File: config.mk
export PLATFORM = sky130hd
export DESIGN_NAME = band_sampling_scheduler
export DESIGN_NICKNAME = d
export VERILOG_FILES = /design/src/core/band_sched_pkg.sv /design/src/core/pin_edge_sync.sv /design/src/core/rate_tick.sv /design/src/core/band_sampling_scheduler.sv
export SDC_FILE = /design/constraint.sdc
export NUM_CORES = 1
export LEC_CHECK = 0
export ABC_CLOCK_PERIOD_IN_PS = 4600
export CAP_MARGIN = 20
export CORE_MARGIN = 3
export CORE_UTILIZATION = 55
export DETAILED_ROUTE_END_ITERATION = 16
export DONT_BUFFER_PORTS = 1
export PLACE_DENSITY = 0.75
export SYNTH_ARGS = -nofsm -noshare
export SYNTH_HDL_FRONTEND = slang
export SYNTH_SLANG_ARGS = --single-unit
File: constraint.sdc
create_clock -name clk_i -period 4.6 [get_ports clk_i]
set_clock_uncertainty 0.1 [all_clocks]
set_input_delay 0.23 -clock clk_i [delete_from_list [all_inputs] [get_ports clk_i]]
set_output_delay 0.23 -clock clk_i [all_outputs]
set_load 0.02 [all_outputs]
File: src/core/band_sched_pkg.sv
// constants, types and state layout shared by the band sampling scheduler
`default_nettype none
package band_sched_pkg;
  // ----------------------------------------
  // clock and band rates
  // ----------------------------------------
  localparam int unsigned CLK_HZ = 25_000_000;
  localparam int unsigned NUM_BANDS = 4; // bit 0 is band 2 ... bit 3 is band 5
  localparam int unsigned B2_RATE_HZ = 24_000;
  localparam int unsigned B3_RATE_HZ = 2_400;
  localparam int unsigned B4_RATE_HZ = 150;
  localparam int unsigned B5_RATE_HZ = 15;
  localparam int unsigned B2_REC_MS = 100;
  localparam int unsigned B3_REC_MS = 1000;
  localparam int unsigned B4_REC_MS = 1000;
  localparam int unsigned B2_REC_SCANS = B2_RATE_HZ * B2_REC_MS / 1000;
  localparam int unsigned B3_REC_SCANS = B3_RATE_HZ * B3_REC_MS / 1000;
  localparam int unsigned B4_REC_SCANS = B4_RATE_HZ * B4_REC_MS / 1000;
  localparam int unsigned REBOOT_TIME_MS = 100;
  localparam int unsigned REBOOT_CYCLES = CLK_HZ / 1000 * REBOOT_TIME_MS;
  localparam int unsigned UPG_TIMER_W = 24;
  // ----------------------------------------
  // limits
  // ----------------------------------------
  localparam logic [11:0] SLOT_MAX_S = 12'he10; // 3600 s
  localparam logic [2:0] B2_MAX_REC = 3'h4;
  localparam logic [1:0] B3_MAX_REC = 2'h2;
  localparam logic [4:0] B4_MAX_REC = 5'h10;
  // ----------------------------------------
  // register map
  // ----------------------------------------
  localparam int unsigned ADDR_W = 8;
  localparam logic [7:0] CTRL_OFS = 8'h00;
  localparam logic [7:0] SLOT_LEN_OFS = 8'h04;
  localparam logic [7:0] REC_CNT_OFS = 8'h08;
  localparam logic [7:0] STATUS_OFS = 8'h0c;
  localparam logic [7:0] UPGRADE_OFS = 8'h10;
  localparam int unsigned CTRL_MODE_POS = 0;
  localparam int unsigned CTRL_RUN_POS = 2;
  localparam int unsigned CTRL_HI_OPEN_POS = 3;
  localparam int unsigned CNT_B2_POS = 0;
  localparam int unsigned CNT_B3_POS = 8;
  localparam int unsigned CNT_B4_POS = 16;
  localparam int unsigned ST_SLOT_POS = 0;
  localparam int unsigned ST_ODD_POS = 12;
  localparam int unsigned ST_REC_POS = 16;
  localparam int unsigned ST_UPG_POS = 20;
  localparam int unsigned ST_IND_POS = 22;
  localparam int unsigned UPG_GO_POS = 0;
  localparam logic [11:0] SLOT_LEN_RST = 12'h03c;
  localparam logic [2:0] B2_CNT_RST = 3'h4;
  localparam logic [1:0] B3_CNT_RST = 2'h2;
  localparam logic [4:0] B4_CNT_RST = 5'h08;
  // ----------------------------------------
  // types
  // ----------------------------------------
  typedef enum logic [1:0] {
    audio_range_mode = 2'b00,
    long_period_mode = 2'b01,
    dense_audio_band_mode = 2'b10,
    audio_compatible_long_period_mode = 2'b11
  } data_type_t;
  typedef enum logic [1:0] {
    upg_idle = 2'b00,
    upg_boot1 = 2'b01,
    upg_boot2 = 2'b10,
    upg_done = 2'b11
  } upg_state_t;
  typedef struct packed {
    logic [ADDR_W-1:0] addr;
    logic [31:0] wdata;
    logic wr;
    logic rd;
  } reg_req_t;
  typedef struct packed {
    data_type_t mode;
    logic run;
    logic hi_open;
    logic [11:0] slot_len;
    logic [2:0] b2_cnt;
    logic [1:0] b3_cnt;
    logic [4:0] b4_cnt;
    logic [11:0] slot_idx;
    logic [11:0] sec_in_slot;
    logic [2:0] p2;
    logic [1:0] p3;
    logic [4:0] p4;
    logic rec_on;
    logic [1:0] rec_band;
    logic [11:0] scans_left;
    logic [NUM_BANDS-1:0] band_tick;
    upg_state_t upg;
    logic [UPG_TIMER_W-1:0] upg_timer;
    logic reboot;
    logic [31:0] rd_data;
  } sched_state_t;
endpackage
`default_nettype wire

File: src/core/pin_edge_sync.sv
// two-flop synchroniser with rising-edge pulse for a pin
`default_nettype none
module pin_edge_sync (
  input wire logic clk_i,
  input wire logic rst_n_i,
  input wire logic pin_i,
  output logic rise_o
);
  typedef struct packed {
    logic meta;
    logic sync;
    logic last;
  } sync_state_t;
  sync_state_t q_ff;
  sync_state_t nxt_q;
  // ----------------------------------------
  // next state: meta feeds sync only
  // ----------------------------------------
  always_comb begin
    nxt_q.meta = pin_i;
    nxt_q.sync = q_ff.meta;
    nxt_q.last = q_ff.sync;
  end
  always_ff @(posedge clk_i or negedge rst_n_i) begin
    if (!rst_n_i) begin
      q_ff <= '0;
    end else begin
      q_ff <= nxt_q;
    end
  end
  assign rise_o = q_ff.sync & ~q_ff.last;
endmodule
`default_nettype wire

File: src/core/rate_tick.sv
// fractional divider giving scan ticks at a band rate, realigned on restart
`default_nettype none
module rate_tick #(
  parameter int unsigned RATE_HZ = 150,
  parameter int unsigned CLK_HZ = 25_000_000
) (
  input wire logic clk_i,
  input wire logic rst_n_i,
  input wire logic restart_i,
  output logic tick_o
);
  localparam int unsigned ACC_W = $clog2(CLK_HZ + RATE_HZ + 1);
  localparam logic [ACC_W-1:0] STEP = ACC_W'(RATE_HZ);
  localparam logic [ACC_W-1:0] WRAP = ACC_W'(CLK_HZ);
  initial begin
    if (RATE_HZ == 0 || RATE_HZ > CLK_HZ / 2) begin
      $error("rate_tick: rate out of range");
    end
  end
  typedef struct packed {
    logic [ACC_W-1:0] acc;
    logic tick;
  } tick_state_t;
  tick_state_t q_ff;
  tick_state_t nxt_q;
  // ----------------------------------------
  // accumulate; restart puts a tick on the boundary
  // ----------------------------------------
  always_comb begin
    nxt_q = q_ff;
    nxt_q.tick = 1'b0;
    if (restart_i) begin
      nxt_q.acc = '0;
      nxt_q.tick = 1'b1;
    end else if (q_ff.acc + STEP >= WRAP) begin
      nxt_q.acc = q_ff.acc + STEP - WRAP;
      nxt_q.tick = 1'b1;
    end else begin
      nxt_q.acc = q_ff.acc + STEP;
    end
  end
  always_ff @(posedge clk_i or negedge rst_n_i) begin
    if (!rst_n_i) begin
      q_ff <= '0;
    end else begin
      q_ff <= nxt_q;
    end
  end
  assign tick_o = q_ff.tick;
endmodule
`default_nettype wire

File: src/core/band_sampling_scheduler.sv
// acquisition scheduler: bands 2..5, utc slots, records, upgrade reboot sequence
//
// Implementation choices: the placing of the registers and the strobed register port.
`default_nettype none
module band_sampling_scheduler
  import band_sched_pkg::*;
#(
  parameter int unsigned REBOOT_CYC = REBOOT_CYCLES
) (
  input wire logic clk_i,
  input wire logic rst_n_i,
  input wire logic utc_second_i,
  input wire logic utc_hour_i,
  input wire logic [ADDR_W-1:0] reg_addr_i,
  input wire logic [31:0] reg_wdata_i,
  input wire logic reg_wr_i,
  input wire logic reg_rd_i,
  output logic [31:0] reg_rdata_o,
  output logic [NUM_BANDS-1:0] band_tick_o,
  output logic [NUM_BANDS-1:0] record_active_o,
  output logic [11:0] slot_index_o,
  output logic slot_odd_o,
  output logic reboot_o,
  output logic indicator_o
);
  initial begin
    if (REBOOT_CYC < 1 || REBOOT_CYC >= (1 << UPG_TIMER_W)) begin
      $error("band_sampling_scheduler: reboot count does not fit");
    end
  end
  localparam logic [UPG_TIMER_W-1:0] REBOOT_LOAD = UPG_TIMER_W'(REBOOT_CYC - 1);
  localparam logic [11:0] B2_LEN = 12'(B2_REC_SCANS);
  localparam logic [11:0] B3_LEN = 12'(B3_REC_SCANS);
  localparam logic [11:0] B4_LEN = 12'(B4_REC_SCANS);

  // ----------------------------------------
  // utc pins and band rate generators
  // ----------------------------------------
  reg_req_t req;
  logic sec_p;
  logic hour_p;
  logic [NUM_BANDS-1:0] rate_hit;
  sched_state_t q_ff;
  sched_state_t nxt_q;

  assign req.addr = reg_addr_i;
  assign req.wdata = reg_wdata_i;
  assign req.wr = reg_wr_i;
  assign req.rd = reg_rd_i;

  pin_edge_sync u_sec_sync (
    .clk_i(clk_i),
    .rst_n_i(rst_n_i),
    .pin_i(utc_second_i),
    .rise_o(sec_p)
  );
  pin_edge_sync u_hour_sync (
    .clk_i(clk_i),
    .rst_n_i(rst_n_i),
    .pin_i(utc_hour_i),
    .rise_o(hour_p)
  );

  // one divider per band, realigned on every utc second
  localparam int unsigned BAND_RATE [NUM_BANDS] = '{B2_RATE_HZ, B3_RATE_HZ,
                                                    B4_RATE_HZ, B5_RATE_HZ};
  for (genvar g = 0; g < NUM_BANDS; g++) begin : g_rate
    rate_tick #(
      .RATE_HZ(BAND_RATE[g]),
      .CLK_HZ(CLK_HZ)
    ) u_rate (
      .clk_i(clk_i),
      .rst_n_i(rst_n_i),
      .restart_i(sec_p),
      .tick_o(rate_hit[g])
    );
  end

  // ----------------------------------------
  // mode decode
  // ----------------------------------------
  logic [NUM_BANDS-1:0] cont_mask;
  logic [NUM_BANDS-1:0] gate_mask;
  logic lp_mode;
  logic dense_mode;
  logic acm_mode;

  assign lp_mode = (q_ff.mode == long_period_mode);
  assign dense_mode = (q_ff.mode == dense_audio_band_mode);
  assign acm_mode = (q_ff.mode == audio_compatible_long_period_mode);

  // continuous bands per data type, bit 0 is band 2
  always_comb begin
    unique case (q_ff.mode)
      audio_range_mode: cont_mask = 4'h4;
      long_period_mode: cont_mask = 4'h8;
      dense_audio_band_mode: cont_mask = 4'h2;
      audio_compatible_long_period_mode: cont_mask = 4'h4;
    endcase
  end

  // bands closed while the high window is shut
  always_comb begin
    if (acm_mode) begin
      gate_mask = 4'h1;
    end else if (lp_mode) begin
      gate_mask = 4'h6;
    end else if (dense_mode) begin
      gate_mask = 4'h1;
    end else begin
      gate_mask = 4'h3;
    end
  end

  // ----------------------------------------
  // next state
  // ----------------------------------------
  logic new_slot;
  logic slot_end;
  logic [11:0] next_idx;
  logic [2:0] p2;
  logic [1:0] p3;
  logic [4:0] p4;
  logic [NUM_BANDS-1:0] rec_vec;

  always_comb begin
    nxt_q = q_ff;
    nxt_q.reboot = 1'b0;
    nxt_q.rd_data = '0;
    new_slot = 1'b0;
    next_idx = q_ff.slot_idx;
    slot_end = (q_ff.slot_len == 12'h000) ||
               (q_ff.sec_in_slot + 12'h001 >= q_ff.slot_len);

    // register writes
    if (req.wr) begin
      unique case (req.addr)
        CTRL_OFS: begin
          nxt_q.mode = data_type_t'(req.wdata[CTRL_MODE_POS +: 2]);
          nxt_q.run = req.wdata[CTRL_RUN_POS];
          nxt_q.hi_open = req.wdata[CTRL_HI_OPEN_POS];
        end
        SLOT_LEN_OFS: begin
          nxt_q.slot_len = (req.wdata[11:0] > SLOT_MAX_S) ? SLOT_MAX_S
                                                          : req.wdata[11:0];
        end
        REC_CNT_OFS: begin
          nxt_q.b2_cnt = (req.wdata[CNT_B2_POS +: 3] > B2_MAX_REC) ? B2_MAX_REC
                         : req.wdata[CNT_B2_POS +: 3];
          nxt_q.b3_cnt = (req.wdata[CNT_B3_POS +: 2] > B3_MAX_REC) ? B3_MAX_REC
                         : req.wdata[CNT_B3_POS +: 2];
          nxt_q.b4_cnt = (req.wdata[CNT_B4_POS +: 5] > B4_MAX_REC) ? B4_MAX_REC
                         : req.wdata[CNT_B4_POS +: 5];
        end
        UPGRADE_OFS: begin
          if (req.wdata[UPG_GO_POS]) begin
            nxt_q.upg = upg_boot1;
            nxt_q.upg_timer = REBOOT_LOAD;
            nxt_q.reboot = 1'b1;
          end
        end
        default: begin
        end
      endcase
    end

    // slot counting on utc seconds
    if (hour_p) begin
      next_idx = 12'h000;
      nxt_q.sec_in_slot = 12'h000;
      new_slot = 1'b1;
    end else if (sec_p) begin
      if (slot_end) begin
        next_idx = q_ff.slot_idx + 12'h001;
        nxt_q.sec_in_slot = 12'h000;
        new_slot = 1'b1;
      end else begin
        nxt_q.sec_in_slot = q_ff.sec_in_slot + 12'h001;
      end
    end
    nxt_q.slot_idx = next_idx;

    // pending records loaded at slot start by parity
    p2 = q_ff.p2;
    p3 = q_ff.p3;
    p4 = q_ff.p4;
    if (new_slot) begin
      if (!next_idx[0]) begin
        p2 = lp_mode ? 3'h0 : q_ff.b2_cnt;
        p3 = 2'h0;
        p4 = lp_mode ? q_ff.b4_cnt : 5'h00;
      end else begin
        p2 = 3'h0;
        p3 = dense_mode ? 2'h0 : q_ff.b3_cnt;
        p4 = 5'h00;
      end
    end

    // record progress on scans of the recording band
    if (q_ff.rec_on && rate_hit[q_ff.rec_band]) begin
      if (q_ff.scans_left == 12'h001) begin
        nxt_q.rec_on = 1'b0;
      end
      nxt_q.scans_left = q_ff.scans_left - 12'h001;
    end

    // start a record on a utc second
    if (sec_p && (!q_ff.rec_on || new_slot)) begin
      if (p2 != 3'h0) begin
        p2 = p2 - 3'h1;
        if (q_ff.hi_open || !gate_mask[0]) begin
          nxt_q.rec_on = 1'b1;
          nxt_q.rec_band = 2'd0;
          nxt_q.scans_left = B2_LEN;
        end
      end else if (p3 != 2'h0) begin
        p3 = p3 - 2'h1;
        if (q_ff.hi_open || !gate_mask[1]) begin
          nxt_q.rec_on = 1'b1;
          nxt_q.rec_band = 2'd1;
          nxt_q.scans_left = B3_LEN;
        end
      end else if (p4 != 5'h00) begin
        p4 = p4 - 5'h01;
        if (q_ff.hi_open || !gate_mask[2]) begin
          nxt_q.rec_on = 1'b1;
          nxt_q.rec_band = 2'd2;
          nxt_q.scans_left = B4_LEN;
        end
      end else begin
        nxt_q.rec_on = 1'b0;
      end
    end
    nxt_q.p2 = p2;
    nxt_q.p3 = p3;
    nxt_q.p4 = p4;

    // stopped scheduler drops the active record and all pending records
    if (!q_ff.run) begin
      nxt_q.rec_on = 1'b0;
      nxt_q.p2 = 3'h0;
      nxt_q.p3 = 2'h0;
      nxt_q.p4 = 5'h00;
    end

    // scan strobes: continuous bands plus the active record
    rec_vec = '0;
    if (q_ff.rec_on) begin
      rec_vec[q_ff.rec_band] = 1'b1;
    end
    nxt_q.band_tick = q_ff.run ? (rate_hit & (cont_mask | rec_vec)) : '0;

    // upgrade sequence: reboot, wait, reboot, wait, steady indicator
    unique case (q_ff.upg)
      upg_idle, upg_done: begin
      end
      upg_boot1: begin
        if (q_ff.upg_timer == '0) begin
          nxt_q.upg = upg_boot2;
          nxt_q.upg_timer = REBOOT_LOAD;
          nxt_q.reboot = 1'b1;
        end else begin
          nxt_q.upg_timer = q_ff.upg_timer - UPG_TIMER_W'(1);
        end
      end
      upg_boot2: begin
        if (q_ff.upg_timer == '0) begin
          nxt_q.upg = upg_done;
        end else begin
          nxt_q.upg_timer = q_ff.upg_timer - UPG_TIMER_W'(1);
        end
      end
    endcase
    if (req.wr && req.addr == UPGRADE_OFS && req.wdata[UPG_GO_POS]) begin
      nxt_q.upg = upg_boot1;
      nxt_q.upg_timer = REBOOT_LOAD;
      nxt_q.reboot = 1'b1;
    end

    // register reads, data in the following cycle
    if (req.rd) begin
      unique case (req.addr)
        CTRL_OFS: begin
          nxt_q.rd_data[CTRL_MODE_POS +: 2] = q_ff.mode;
          nxt_q.rd_data[CTRL_RUN_POS] = q_ff.run;
          nxt_q.rd_data[CTRL_HI_OPEN_POS] = q_ff.hi_open;
        end
        SLOT_LEN_OFS: nxt_q.rd_data[11:0] = q_ff.slot_len;
        REC_CNT_OFS: begin
          nxt_q.rd_data[CNT_B2_POS +: 3] = q_ff.b2_cnt;
          nxt_q.rd_data[CNT_B3_POS +: 2] = q_ff.b3_cnt;
          nxt_q.rd_data[CNT_B4_POS +: 5] = q_ff.b4_cnt;
        end
        STATUS_OFS: begin
          nxt_q.rd_data[ST_SLOT_POS +: 12] = q_ff.slot_idx;
          nxt_q.rd_data[ST_ODD_POS] = q_ff.slot_idx[0];
          nxt_q.rd_data[ST_REC_POS +: NUM_BANDS] = rec_vec;
          nxt_q.rd_data[ST_UPG_POS +: 2] = q_ff.upg;
          nxt_q.rd_data[ST_IND_POS] = (q_ff.upg == upg_done);
        end
        default: begin
        end
      endcase
    end
  end

  // ----------------------------------------
  // state register
  // ----------------------------------------
  always_ff @(posedge clk_i or negedge rst_n_i) begin
    if (!rst_n_i) begin
      q_ff <= '0;
      q_ff.mode <= audio_range_mode;
      q_ff.slot_len <= SLOT_LEN_RST;
      q_ff.b2_cnt <= B2_CNT_RST;
      q_ff.b3_cnt <= B3_CNT_RST;
      q_ff.b4_cnt <= B4_CNT_RST;
      q_ff.upg <= upg_idle;
    end else begin
      q_ff <= nxt_q;
    end
  end

  // ----------------------------------------
  // outputs
  // ----------------------------------------
  assign reg_rdata_o = q_ff.rd_data;
  assign band_tick_o = q_ff.band_tick;
  assign slot_index_o = q_ff.slot_idx;
  assign slot_odd_o = q_ff.slot_idx[0];
  assign reboot_o = q_ff.reboot;
  assign indicator_o = (q_ff.upg == upg_done);
  assign record_active_o = q_ff.rec_on ? (4'h1 << q_ff.rec_band) : 4'h0;
endmodule
`default_nettype wire

==> key figures, run 1 <==
Setup path
  • Worst setup SP type: flip-flop
  • CP Capture Type: flip-flop
  • Internal reg-to-reg setup slack: 160 ps
  • Reg2Reg Launch Point: q_ff[92]$_DFFE_PN0P_
  • Critical Path Sink: q_ff[81]$_DFF_PN0_
  • Crit path required time: 4920 ps
  • Crit-path cells: and3_4, and3_4, and3_4, nand3_1, xnor2_2, ha_1, a21o_1, a21o_1, a21oi_2, o22a_1, o21ai_2, a21oi_2, o31a_1, ha_2, ha_4, inv_2, a211oi_4, buf_6, o2111ai_2, nor4_2, nor3_2
  • R2R depth: 21
  • Most used cell, CP: and3_4
  • Reg-to-Reg End: q_ff[81]$_DFF_PN0_
  • Crit-path max cell delay: 370 ps
  • Worst Setup SP: q_ff[92]$_DFFE_PN0P_
  • Worst Path Arrival: 4760 ps
  • Slowest cell on the critical path: dfrtp_1
  • Crit Path Max Fanout: 4
  • Crit Path Category: reg -> reg

Logic synthesis
  • Sequential fraction of the synthesis area: 37.8%
  • Post-Syn Area: 14800 µm²
  • Cell accounting for the most synthesized area: dfrtp_1
  • Cell variety after synth: 97
  • Top_reg_cell synth: dfrtp_1
  • FF+latch count, synth: 224
  • Post-synth EDFFs: 0
  • Top cells by area, synth: dfrtp_1, xnor2_1, nor2_1
  • Async SR Flop Fraction: 100%
  • Yosys warnings: 0
  • Synthesized instance count: 1680
  • Share of the synthesized area in the top cell type: 36.6%
  • Avg Cell Area, Syn: 8.84 µm²

Job
  • Max cap viols: 0

Final layout
  • Area growth from synthesis to final layout: 9.09%
  • Number of nets in the layout: 1755
  • Final core utilization: 61.6%
  • Commonest non-fill, non-tap cell in the layout: dfrtp_1
  • Layout cell share with drive strength beyond 1: 10.1%
  • Commonest cells after routing, fill and taps aside: dfrtp_1, nor2_1, nand2_1
  • ANT cells: 0

Detailed routing
  • DR WL/cell: 17.5 µm
  • DR iter-0 viols: 1121
  • Via density: 6.17
  • Total iterations of the first detailed-routing run: 5
  • Post-DRT Antenna Nets: 0
  • Total length of routed wires: 35300 µm
  • DRC viols: 0
  • Via count: 12500

Clocking
  • Root buffer cell: clkbuf_16
  • Worst-path clk slew: 60 ps
  • # hold bufs at CTS: 34
  • Worst skew pair latency: 540 ps
  • H-tree Lvls: 1
  • Clk sinks: 224
  • Clk buf depth: 3
  • CTS tree: yes
  • CTS Buf Count: 26

Timing
  • Hold Slack: -721 ps
  • Tmin final: 4440 ps
  • Actual slew at the worst max-slew pin: 956 ps
  • # setup viols final: 0
  • Fin. Hold Viols: 224
  • Final period utilization: 96.5%
  • Slew Viols, Final: 0
  • Worst slew margin: 35.8%
  • F_max: 225 MHz

GRT
  • Largest net degree at the start of global routing: 225
  • Met3 usage: 3.14%
  • Grt met1 use: 33.1%
  • Initial antenna violation count: 0
  • First-pass GRT wire length: 59400 µm
  • Layer with the highest usage: met2
  • Vias in the first global route: 12200
  • Grt met2 use: 40.4%
  • Overflow left after global routing: 0
  • GRT Resource Usage Total: 24.0%

Floorplan
  • Die Area: 29000 µm²
  • Ports: 101
  • Die Y: 170 µm
  • Core ar.: 26300 µm²
  • FP Rows: 59
  • Initial Utilization: 56.5%
  • Die W: 170 µm

Pwr
  • Sequential share of power: 39.8%
  • Combinational power share: 31.2%
  • Worst VDD drop: 0.271 mV
  • Cell Int Power: 4300 µW
  • P_sw: 2510 µW
  • Switch share: 36.9%
  • Total power: 6810 µW
  • PwrDens: 420 nW/µm²
  • Clk pwr share: 29.0%
  • Leak pwr: 0.00689 µW

Status
  • Status: complete, but fails checks
  • Failing checks: negative hold slack

Placed design
  • Dpl hpwl: 23400 µm
  • Final RePlAce weighted congestion: 0.931
  • # port buffers: 0

Min path
  • Hold Path Class: in -> async
==> Yosys cell counts, drive strengths merged, types with 12 or more instances <==
cell,instances
a32o,14
nor2,186
a211oi,12
clkbuf,48
nor3,68
nand4,34
a21o,16
nand3,65
buf,69
or3,24
nand2b,13
xnor2,99
nor4,32
and2,23
a21oi,75
o21ai,80
dfrtp,217
xor2,55
inv,64
and3,34
o211ai,12
o31ai,12
nor2b,15
mux2i,22
nand2,134
or2,14
ha,42
a31oi,13
==> sequential cells by signal (all words and copies together), names as in the netlist, 2 cells and up <==
name,cells
slot_index_o,12
g_rate.u_rate.q_ff,88
u_sec_sync.nxt_q,2
u_hour_sync.nxt_q,2
band_tick_o,4
g_rate.u_rate.tick_o,4
reg_rdata_o,20
q_ff,89
==> through the flow <==
step	setup slack (ps)	TNS [ps]	std cells	area, µm²
4_1_cts	-6.95	-8.67	2015	16000
5_1_grt	-95.0	-313	2020	16200
3_3_place_gp	135	0	1935	14900
2_1_floorplan	9.55	0	1691	14900
6_report	163	0	2020	16200
3_5_place_dp	-1.25	-1.25	1935	14900
==> power groups by stage <==
stage | sequential (µW) | clock, µW | combinational, µW
2_1_floorplan | 2520 | 0 | 1780
3_3_place_gp | 2710 | 0 | 1950
3_5_place_dp | 2720 | 0 | 2020
4_1_cts | 2700 | 2030 | 2070
5_1_grt | 2760 | 2110 | 2380
6_report | 2710 | 1980 | 2120
==> what timing repair did <==
| item | 4_1_cts | 5_1_grt |
|---|---|---|
| endpoints found under the hold margin | 272 | 224 |
| resized for setup | 2 | 26 |
| setup endpoints to repair | 9 | 23 |
| pin swaps | 1 | 6 |
| buffers inserted | 0 | 5 |
==> final cells by class <==
class                   instances  area (µm²)
well taps                     335         419
inverters                      64         240
fillers                      2189       10100
clock buffers                  36         758
repair buffers                 65         577
flip-flops and latches        224        5610
clock inverters                10        71.3
multi-input cells            1286        8510
==> how the worst min path moves through the flow <==
stage	startpoint	endpoint	slack, ps	depth (start not counted)
3_3_place_gp	rst_n_i	slot_index_o[5]$_DFFE_PN0P_	-160	0
2_1_floorplan	rst_n_i	band_tick_o[0]$_DFF_PN0_	-170	0
6_report	rst_n_i	slot_index_o[5]$_DFFE_PN0P_	-720	0
3_5_place_dp	rst_n_i	slot_index_o[5]$_DFFE_PN0P_	-160	0
5_1_grt	rst_n_i	slot_index_o[5]$_DFFE_PN0P_	-740	0
4_1_cts	rst_n_i	slot_index_o[5]$_DFFE_PN0P_	-740	0
==> logic make-up (layout without fill, tap and decap cells) <==
kind of cell,count (synthesis),count (layout),share of synthesized area [%]
mux,33,33,2.62
simple gates,702,702,24.7
xor+xnor,154,154,9.09
compound gates,343,343,16.2
flops,224,224,37.8
other cells,1,12,0.0253
buf+inv,181,175,6.03
fa+ha+maj,42,42,3.54
==> critical path, delay by kind of cell, from the launching register on <==
family          cells  cell delay [ps]
xor+xnor            1              170
fa+ha+maj           3              680
simple gates        6             1150
compound gates      9             1660
flops               1              370
buf+inv             2              210
==> routing by layer <==
layer  wire (µm)  share of wire (%)
met1       16100                 46
met5           0                  0
met4         775                2.2
met2       16500                 47
met3        1900                5.4
Note: power is estimated with default switching activity, not from simulation.
==> run 2, diff against run 1 <==
--- a/config.mk
+++ b/config.mk
@@ -8,10 +8,10 @@
 export ABC_CLOCK_PERIOD_IN_PS = 4600
 export CAP_MARGIN = 20
 export CORE_MARGIN = 3
-export CORE_UTILIZATION = 55
+export CORE_UTILIZATION = 40
 export DETAILED_ROUTE_END_ITERATION = 16
 export DONT_BUFFER_PORTS = 1
-export PLACE_DENSITY = 0.75
+export PLACE_DENSITY = 0.67
 export SYNTH_ARGS = -nofsm -noshare
 export SYNTH_HDL_FRONTEND = slang
 export SYNTH_SLANG_ARGS = --single-unit
==> key figures, run 2 (synthesis results as in run 1) <==
Placed design
  • Pre-CTS WS: 0.0435 ps (+1.30 ps)
  • Final RePlAce weighted congestion: 0.856 (-8.0%)
  • Dpl cells: 2060 (+6.5%)
  • # port buffers: 0 (unchanged)
  • Dpl hpwl: 23900 µm (+1.9%)

Detailed routing
  • DR WL/cell: 16.4 µm (-6.1%)
  • Post-DRT Antenna Nets: 0 (unchanged)
  • Via density: 5.74 (-7.1%)
  • Total iterations of the first detailed-routing run: 7 (+2)
  • Total length of routed wires: 35200 µm (-0.41%)
  • DR iter-0 viols: 832 (-26%)
  • DRC viols: 0 (unchanged)
  • Via count: 12300 (-1.5%)

Pwr
  • Worst VDD drop: 0.329 mV (+22%)
  • Leak pwr: 0.00689 µW (about the same)
  • PwrDens: 430 nW/µm² (+2.3%)

Clocking
  • Clk buf depth: 3 (unchanged)
  • Clk sinks: 224 (unchanged)
  • Worst skew pair latency: 530 ps (about the same)
  • Root buffer cell: clkbuf_16
  • CTS Buf Count: 26 (unchanged)
  • # hold bufs at CTS: 33 (-2.9%)
  • Worst-path clk slew: 60 ps (about the same)
  • H-tree Lvls: 1 (unchanged)
  • CTS tree: yes

GRT
  • Overflow left after global routing: 0 (unchanged)
  • Largest net degree at the start of global routing: 225 (unchanged)
  • Initial antenna violation count: 0 (unchanged)
  • Vias in the first global route: 12000 (-1.6%)
  • First-pass GRT wire length: 59700 µm (+0.57%)
  • GRT Resource Usage Total: 17.7% (-6.3 points)

Status
  • Failing checks: negative hold slack
  • Status: complete, but fails checks

Final layout
  • Fillcell total: 3406 (+56%)
  • Register Area: 5610 µm² (unchanged)
  • ANT cells: 0 (unchanged)
  • Commonest non-fill, non-tap cell in the layout: dfrtp_1
  • Commonest cells after routing, fill and taps aside: dfrtp_1, nor2_1, nand2_1
  • Non-filler cells in the finished layout: 2142 (+6.0%)
  • Largest reg by FF count: q_ff
  • Layout cell share with drive strength beyond 1: 9.58% (-0.57 points)
  • Max reg flops: 89 (unchanged)
  • Area growth from synthesis to final layout: 10.2%
  • Multi-input gate area: 8460 µm² (-0.59%)
  • Number of nets in the layout: 1749 (-0.34%)

Timing
  • Hold Slack: -710 ps (+11.1 ps)
  • Actual slew at the worst max-slew pin: 870 ps (-86.0 ps)
  • Final period utilization: 93.8% (-2.6 points)
  • # setup viols final: 0 (unchanged)
  • Setup TNS: 0 ps (unchanged)
  • F_max: 232 MHz (+2.8%)
  • Tmin final: 4320 ps (-121 ps)
  • Final setup margin: 284 ps (+121 ps)
  • Fin. Hold Viols: 224 (unchanged)
  • Slew Viols, Final: 0 (unchanged)
  • Worst slew margin: 41.6% (+5.8 points)
  • RSZ-0062 raised after global routing: no

Setup path
  • Internal reg-to-reg setup slack: 280 ps (+120 ps)
  • CP Capture Type: flip-flop
  • R2R depth: 21 (unchanged)
  • Crit Path Max Fanout: 6 (+2)
  • Crit Path Category: reg -> reg
  • Worst setup SP type: flip-flop
  • Crit path required time: 4950 ps (+30 ps)
  • Reg2Reg Launch Point: q_ff[92]$_DFFE_PN0P_
  • Worst Path Arrival: 4660 ps (-100 ps)
  • Reg-to-Reg End: q_ff[81]$_DFF_PN0_

Floorplan
  • Initial Utilization: 41.1% (-15 points)
  • Die Area: 39500 µm² (+36%)
  • Ports: 101 (unchanged)
  • Die W: 199 µm (+17%)
  • Core ar.: 36100 µm² (+37%)
  • FP Rows: 69 (+17%)
  • Die Y: 199 µm (+17%)

Min path
  • Hold Path Class: in -> async

Job
  • Max cap viols: 0 (unchanged)
run 2: report_power, final:
group          switching, µW  internal, µW
sequential               442          2260
combinational           1230           875
clock                    856          1380
run 2: worst max path at each step:
stage	from	end	slack [ps]	depth (start not counted)
after global routing	q_ff[92]$_DFFE_PN0P_	q_ff[81]$_DFF_PN0_	10	21
final	q_ff[92]$_DFFE_PN0P_	q_ff[81]$_DFF_PN0_	280	21
after floorplan	q_ff[90]$_DFFE_PN0P_	q_ff[71]$_DFF_PN0_	10	24
after detailed placement	q_ff[92]$_DFFE_PN0P_	q_ff[81]$_DFF_PN0_	0.04	21
after CTS	q_ff[92]$_DFFE_PN0P_	q_ff[82]$_DFF_PN0_	4	20
after global placement	q_ff[92]$_DFFE_PN0P_	q_ff[81]$_DFF_PN0_	80	22
run 2: final cells by class:
| cell class | instances | area share, % |
|---|---|---|
| Clock inverter | 18 | 1.48 |
| Multi-Input combinational cell | 1286 | 51.7 |
| Clock buffer | 30 | 4.26 |
| Sequential cell | 224 | 34.3 |
| Inverter | 64 | 1.47 |
| Timing Repair Buffer | 59 | 3.21 |
| Tap cell | 461 | 3.53 |
run 2: repair_timing:
| action | CTS | global route |
|---|---|---|
| resized for setup | 1 | 17 |
| endpoints found under the hold margin | 272 | 224 |
| buffers inserted | 0 | 1 |
| pin swaps | 0 | 3 |
| endpoints found under the setup margin | 2 | 24 |
run 2: stage by stage:
stage	total power [µW]	hold slack, ps	area, µm²	utilization (%)
CTS	7060	-729	16300	45.2
global placement	4670	-161	15000	41.6
floorplan	4310	-166	14900	-
global route	7510	-738	16400	45.3
detailed placement	4750	-160	15000	41.6
finish	7040	-710	16400	45.3
run 2: layer usage:
| layer | share of wire (%) | vias to the layer above | track usage (%) |
|---|---|---|---|
| met2 | 47 | 317 | 29.0 |
| met3 | 5.0 | 63 | 2.52 |
| li1 | - | 5923 | - |
| met5 | 0 | - | 0 |
| met1 | 46 | 5983 | 24.6 |
| met4 | 2.3 | 0 | 5.05 |
run 2: worst max-delay path, stage by stage, from the launching register on:
cell	delay, ps
dfrtp_1	360
and3_1	200
and3_1	210
and3_2	240
nand3_1	130
xnor2_2	170
ha_1	300
a21o_1	160
a21o_1	180
a21oi_2	190
o22a_1	190
o21ai_2	80
a21oi_2	200
o31a_1	170
ha_1	230
ha_4	190
inv_2	70
a211oi_4	180
buf_4	170
o2111ai_1	130
o31a_1	260
nor3_1	130
==> run 3, diff against run 2 <==
--- a/config.mk
+++ b/config.mk
@@ -11,6 +11,8 @@
 export CORE_UTILIZATION = 40
 export DETAILED_ROUTE_END_ITERATION = 16
 export DONT_BUFFER_PORTS = 1
+export HOLD_SLACK_MARGIN = 0.05
+export MAX_ROUTING_LAYER = met4
 export PLACE_DENSITY = 0.67
 export SYNTH_ARGS = -nofsm -noshare
 export SYNTH_HDL_FRONTEND = slang
==> key figures, run 3 (synthesis results as in run 1) <==
Status
  • Status: complete, but fails checks
  • Failing checks: negative hold slack

Detailed routing
  • DR iter-0 viols: 911 (+9.5%)
  • Post-DRT Antenna Nets: 0 (unchanged)
  • Total length of routed wires: 35000 µm (-0.42%)
  • Via count: 12300 (+0.37%)
  • Total iterations of the first detailed-routing run: 5 (-2)
  • Via density: 5.71 (-0.37%)
  • DRC viols: 0 (unchanged)
  • DR WL/cell: 16.2 µm (-1.2%)

Timing
  • Actual slew at the worst max-slew pin: 978 ps (+108 ps)
  • Worst slew margin: 34.3% (-7.2 points)
  • Tmin final: 4400 ps (+83.9 ps)
  • # setup viols final: 0 (unchanged)
  • Slew Viols, Final: 0 (unchanged)
  • Final period utilization: 95.6% (+1.8 points)
  • F_max: 227 MHz (-1.9%)
  • Hold Slack: -737 ps (-26.9 ps)
  • Fin. Hold Viols: 224 (unchanged)
  • Final setup margin: 200 ps (-83.9 ps)

Placed design
  • Pre-CTS WS: -62.0 ps (-62.0 ps)
  • Dpl hpwl: 23700 µm (-0.83%)
  • # port buffers: 0 (unchanged)
  • Final RePlAce weighted congestion: 0.879 (+2.7%)

Floorplan
  • Die W: 199 µm (unchanged)
  • Die Area: 39500 µm² (unchanged)
  • Ports: 101 (unchanged)
  • Die Y: 199 µm (unchanged)
  • Core ar.: 36100 µm² (unchanged)
  • Initial Utilization: 41.1% (unchanged)
  • FP Rows: 69 (unchanged)

Pwr
  • Cell Int Power: 4580 µW (+1.5%)
  • Worst VDD drop: 0.281 mV (-15%)
  • P_sw: 2540 µW (+0.43%)
  • Total power: 7110 µW (+1.1%)
  • Switch share: 35.7% (-0.23 points)
  • PwrDens: 429 nW/µm² (-0.19%)
  • Combinational power share: 29.5% (-0.4 points)
  • Sequential share of power: 37.9% (-0.5 points)
  • Leak pwr: 0.00697 µW (+1.2%)
  • Clk pwr share: 32.6% (+0.9 points)

Final layout
  • Layout cell share with drive strength beyond 1: 10.4% (+0.85 points)
  • ANT cells: 0 (unchanged)
  • Largest reg by FF count: q_ff
  • Fillcell total: 3330 (-2.2%)
  • Commonest cells after routing, fill and taps aside: dfrtp_1, nor2_1, nand2_1
  • Commonest non-fill, non-tap cell in the layout: dfrtp_1
  • Number of nets in the layout: 1764 (+0.86%)
  • Max reg flops: 89 (unchanged)
  • Register Area: 5610 µm² (unchanged)
  • Area growth from synthesis to final layout: 11.6%
  • Multi-input gate area: 8490 µm² (+0.30%)

Setup path
  • Crit Path Max Fanout: 6 (unchanged)
  • Internal reg-to-reg setup slack: 200 ps (-80 ps)
  • R2R depth: 21 (unchanged)
  • Crit-path max cell delay: 360 ps (about the same)
  • Worst setup SP type: flip-flop
  • Slowest cell on the critical path: dfrtp_1
  • Crit-path cells: and3_4, and3_4, and3_4, nand3_2, xnor2_2, ha_1, a21o_1, a21o_1, a21oi_2, o22a_1, o21ai_2, a21oi_2, o31a_1, ha_2, ha_4, inv_1, a211oi_4, buf_6, o2111ai_1, o31a_1, nor3_2
  • Crit path required time: 4980 ps (+30 ps)
  • Worst Path Arrival: 4780 ps (+120 ps)
  • Reg2Reg Launch Point: q_ff[92]$_DFFE_PN0P_
  • Most used cell, CP: and3_4
  • CP Capture Type: flip-flop
  • Crit Path Category: reg -> reg
  • Worst Setup SP: q_ff[92]$_DFFE_PN0P_
  • Reg-to-Reg End: q_ff[81]$_DFF_PN0_
  • Critical Path Sink: q_ff[81]$_DFF_PN0_

Min path
  • Hold Path Class: in -> async

Clocking
  • CTS tree: yes
  • Worst skew pair latency: 560 ps (+30 ps)
  • CTS Buf Count: 27 (+3.8%)
  • Clk buf depth: 3 (unchanged)
  • Clk sinks: 224 (unchanged)
  • H-tree Lvls: 1 (unchanged)
  • # hold bufs at CTS: 40 (+21%)
  • Root buffer cell: clkbuf_16
  • Worst-path clk slew: 60 ps (about the same)

Job
  • Max cap viols: 0 (unchanged)

GRT
  • Overflow left after global routing: 0 (unchanged)
  • Largest net degree at the start of global routing: 225 (unchanged)
  • Initial antenna violation count: 0 (unchanged)
  • GRT Resource Usage Total: 18.2% (+0.45 points)
  • First-pass GRT wire length: 59300 µm (-0.70%)
  • Vias in the first global route: 12000 (+0.43%)
[run 3: changes by cell type in the layout (fill, tap and decap cells not counted), moves of 2 or more]
cell           change
dlygate4sd3_1      +7
clkbuf_8           +7
clkinvlp_4         +2
inv_6              -2
o21ai_1            -2
clkbuf_1           -2
and3_4             +3
and3_1             -2
buf_4              +6
o21ai_0            +2
clkinv_2           -2
[run 3: repair_timing]
item / 4_1_cts / 5_1_grt
resized for setup: 2 / 21
endpoints found under the setup margin: 3 / 24
endpoints found under the hold margin: 272 / 224
setup buffers: 0 / 5
pin swaps: 1 / 9
[run 3: stage by stage]
step / hold slack [ps] / instances / instance area [µm²] / TNS [ps] / utilization (%)
6_report: -737 / 2158 / 16600 / 0 / 45.9
5_1_grt: -759 / 2158 / 16600 / -38.5 / 45.9
4_1_cts: -755 / 2153 / 16500 / 0 / 45.6
3_5_place_dp: -161 / 2063 / 15000 / -111 / 41.7
3_3_place_gp: -161 / 2063 / 15000 / 0 / 41.7
2_1_floorplan: -166 / 1691 / 14900 / 0 / -
[run 3: layout make-up]
| type | count | share of cell area (%) |
|---|---|---|
| inverter | 64 | 1.45 |
| tap | 461 | 3.48 |
| multi-input combinational | 1286 | 51.2 |
| timing repair buffer | 73 | 3.93 |
| sequential | 224 | 33.9 |
| clock buffer | 35 | 4.74 |
| clock inverter | 15 | 1.27 |
[run 3: worst max-delay path, delay by kind of cell (launching register included)]
kind                       cells  cell delay (ps)
DFF                            1              360
buffers and inverters          2              230
and+or+nand+nor                5              800
AOI/OAI and AO/OA             10             1920
adders and majority gates      3              680
xor gates and xnor gates       1              230
[run 3: power groups by stage]
stage	clock, µW	combinational, µW	sequential, µW
floorplan	0	1780	2520
global placement	0	1960	2710
detailed placement	0	2020	2720
CTS	2370	2070	2690
global route	2460	2370	2760
finish	2320	2100	2700
[run 3: metal layers]
metal	up-vias	share of wire (%)	GRT usage, %
met2	283	47	30.1
li1	5962	-	-
met4	0	2.3	4.71
met1	6020	45	23.5
met5	-	0	-
met3	67	4.9	2.66
[run 3: worst min path at each step]
stage | startpoint | to | slack [ps]
floorplan | rst_n_i | band_tick_o[0]$_DFF_PN0_ | -170
global placement | rst_n_i | reg_rdata_o[8]$_DFF_PN0_ | -160
detailed placement | rst_n_i | reg_rdata_o[11]$_DFF_PN0_ | -160
CTS | rst_n_i | reg_rdata_o[11]$_DFF_PN0_ | -760
global route | rst_n_i | slot_index_o[4]$_DFFE_PN0P_ | -760
finish | rst_n_i | reg_rdata_o[11]$_DFF_PN0_ | -740
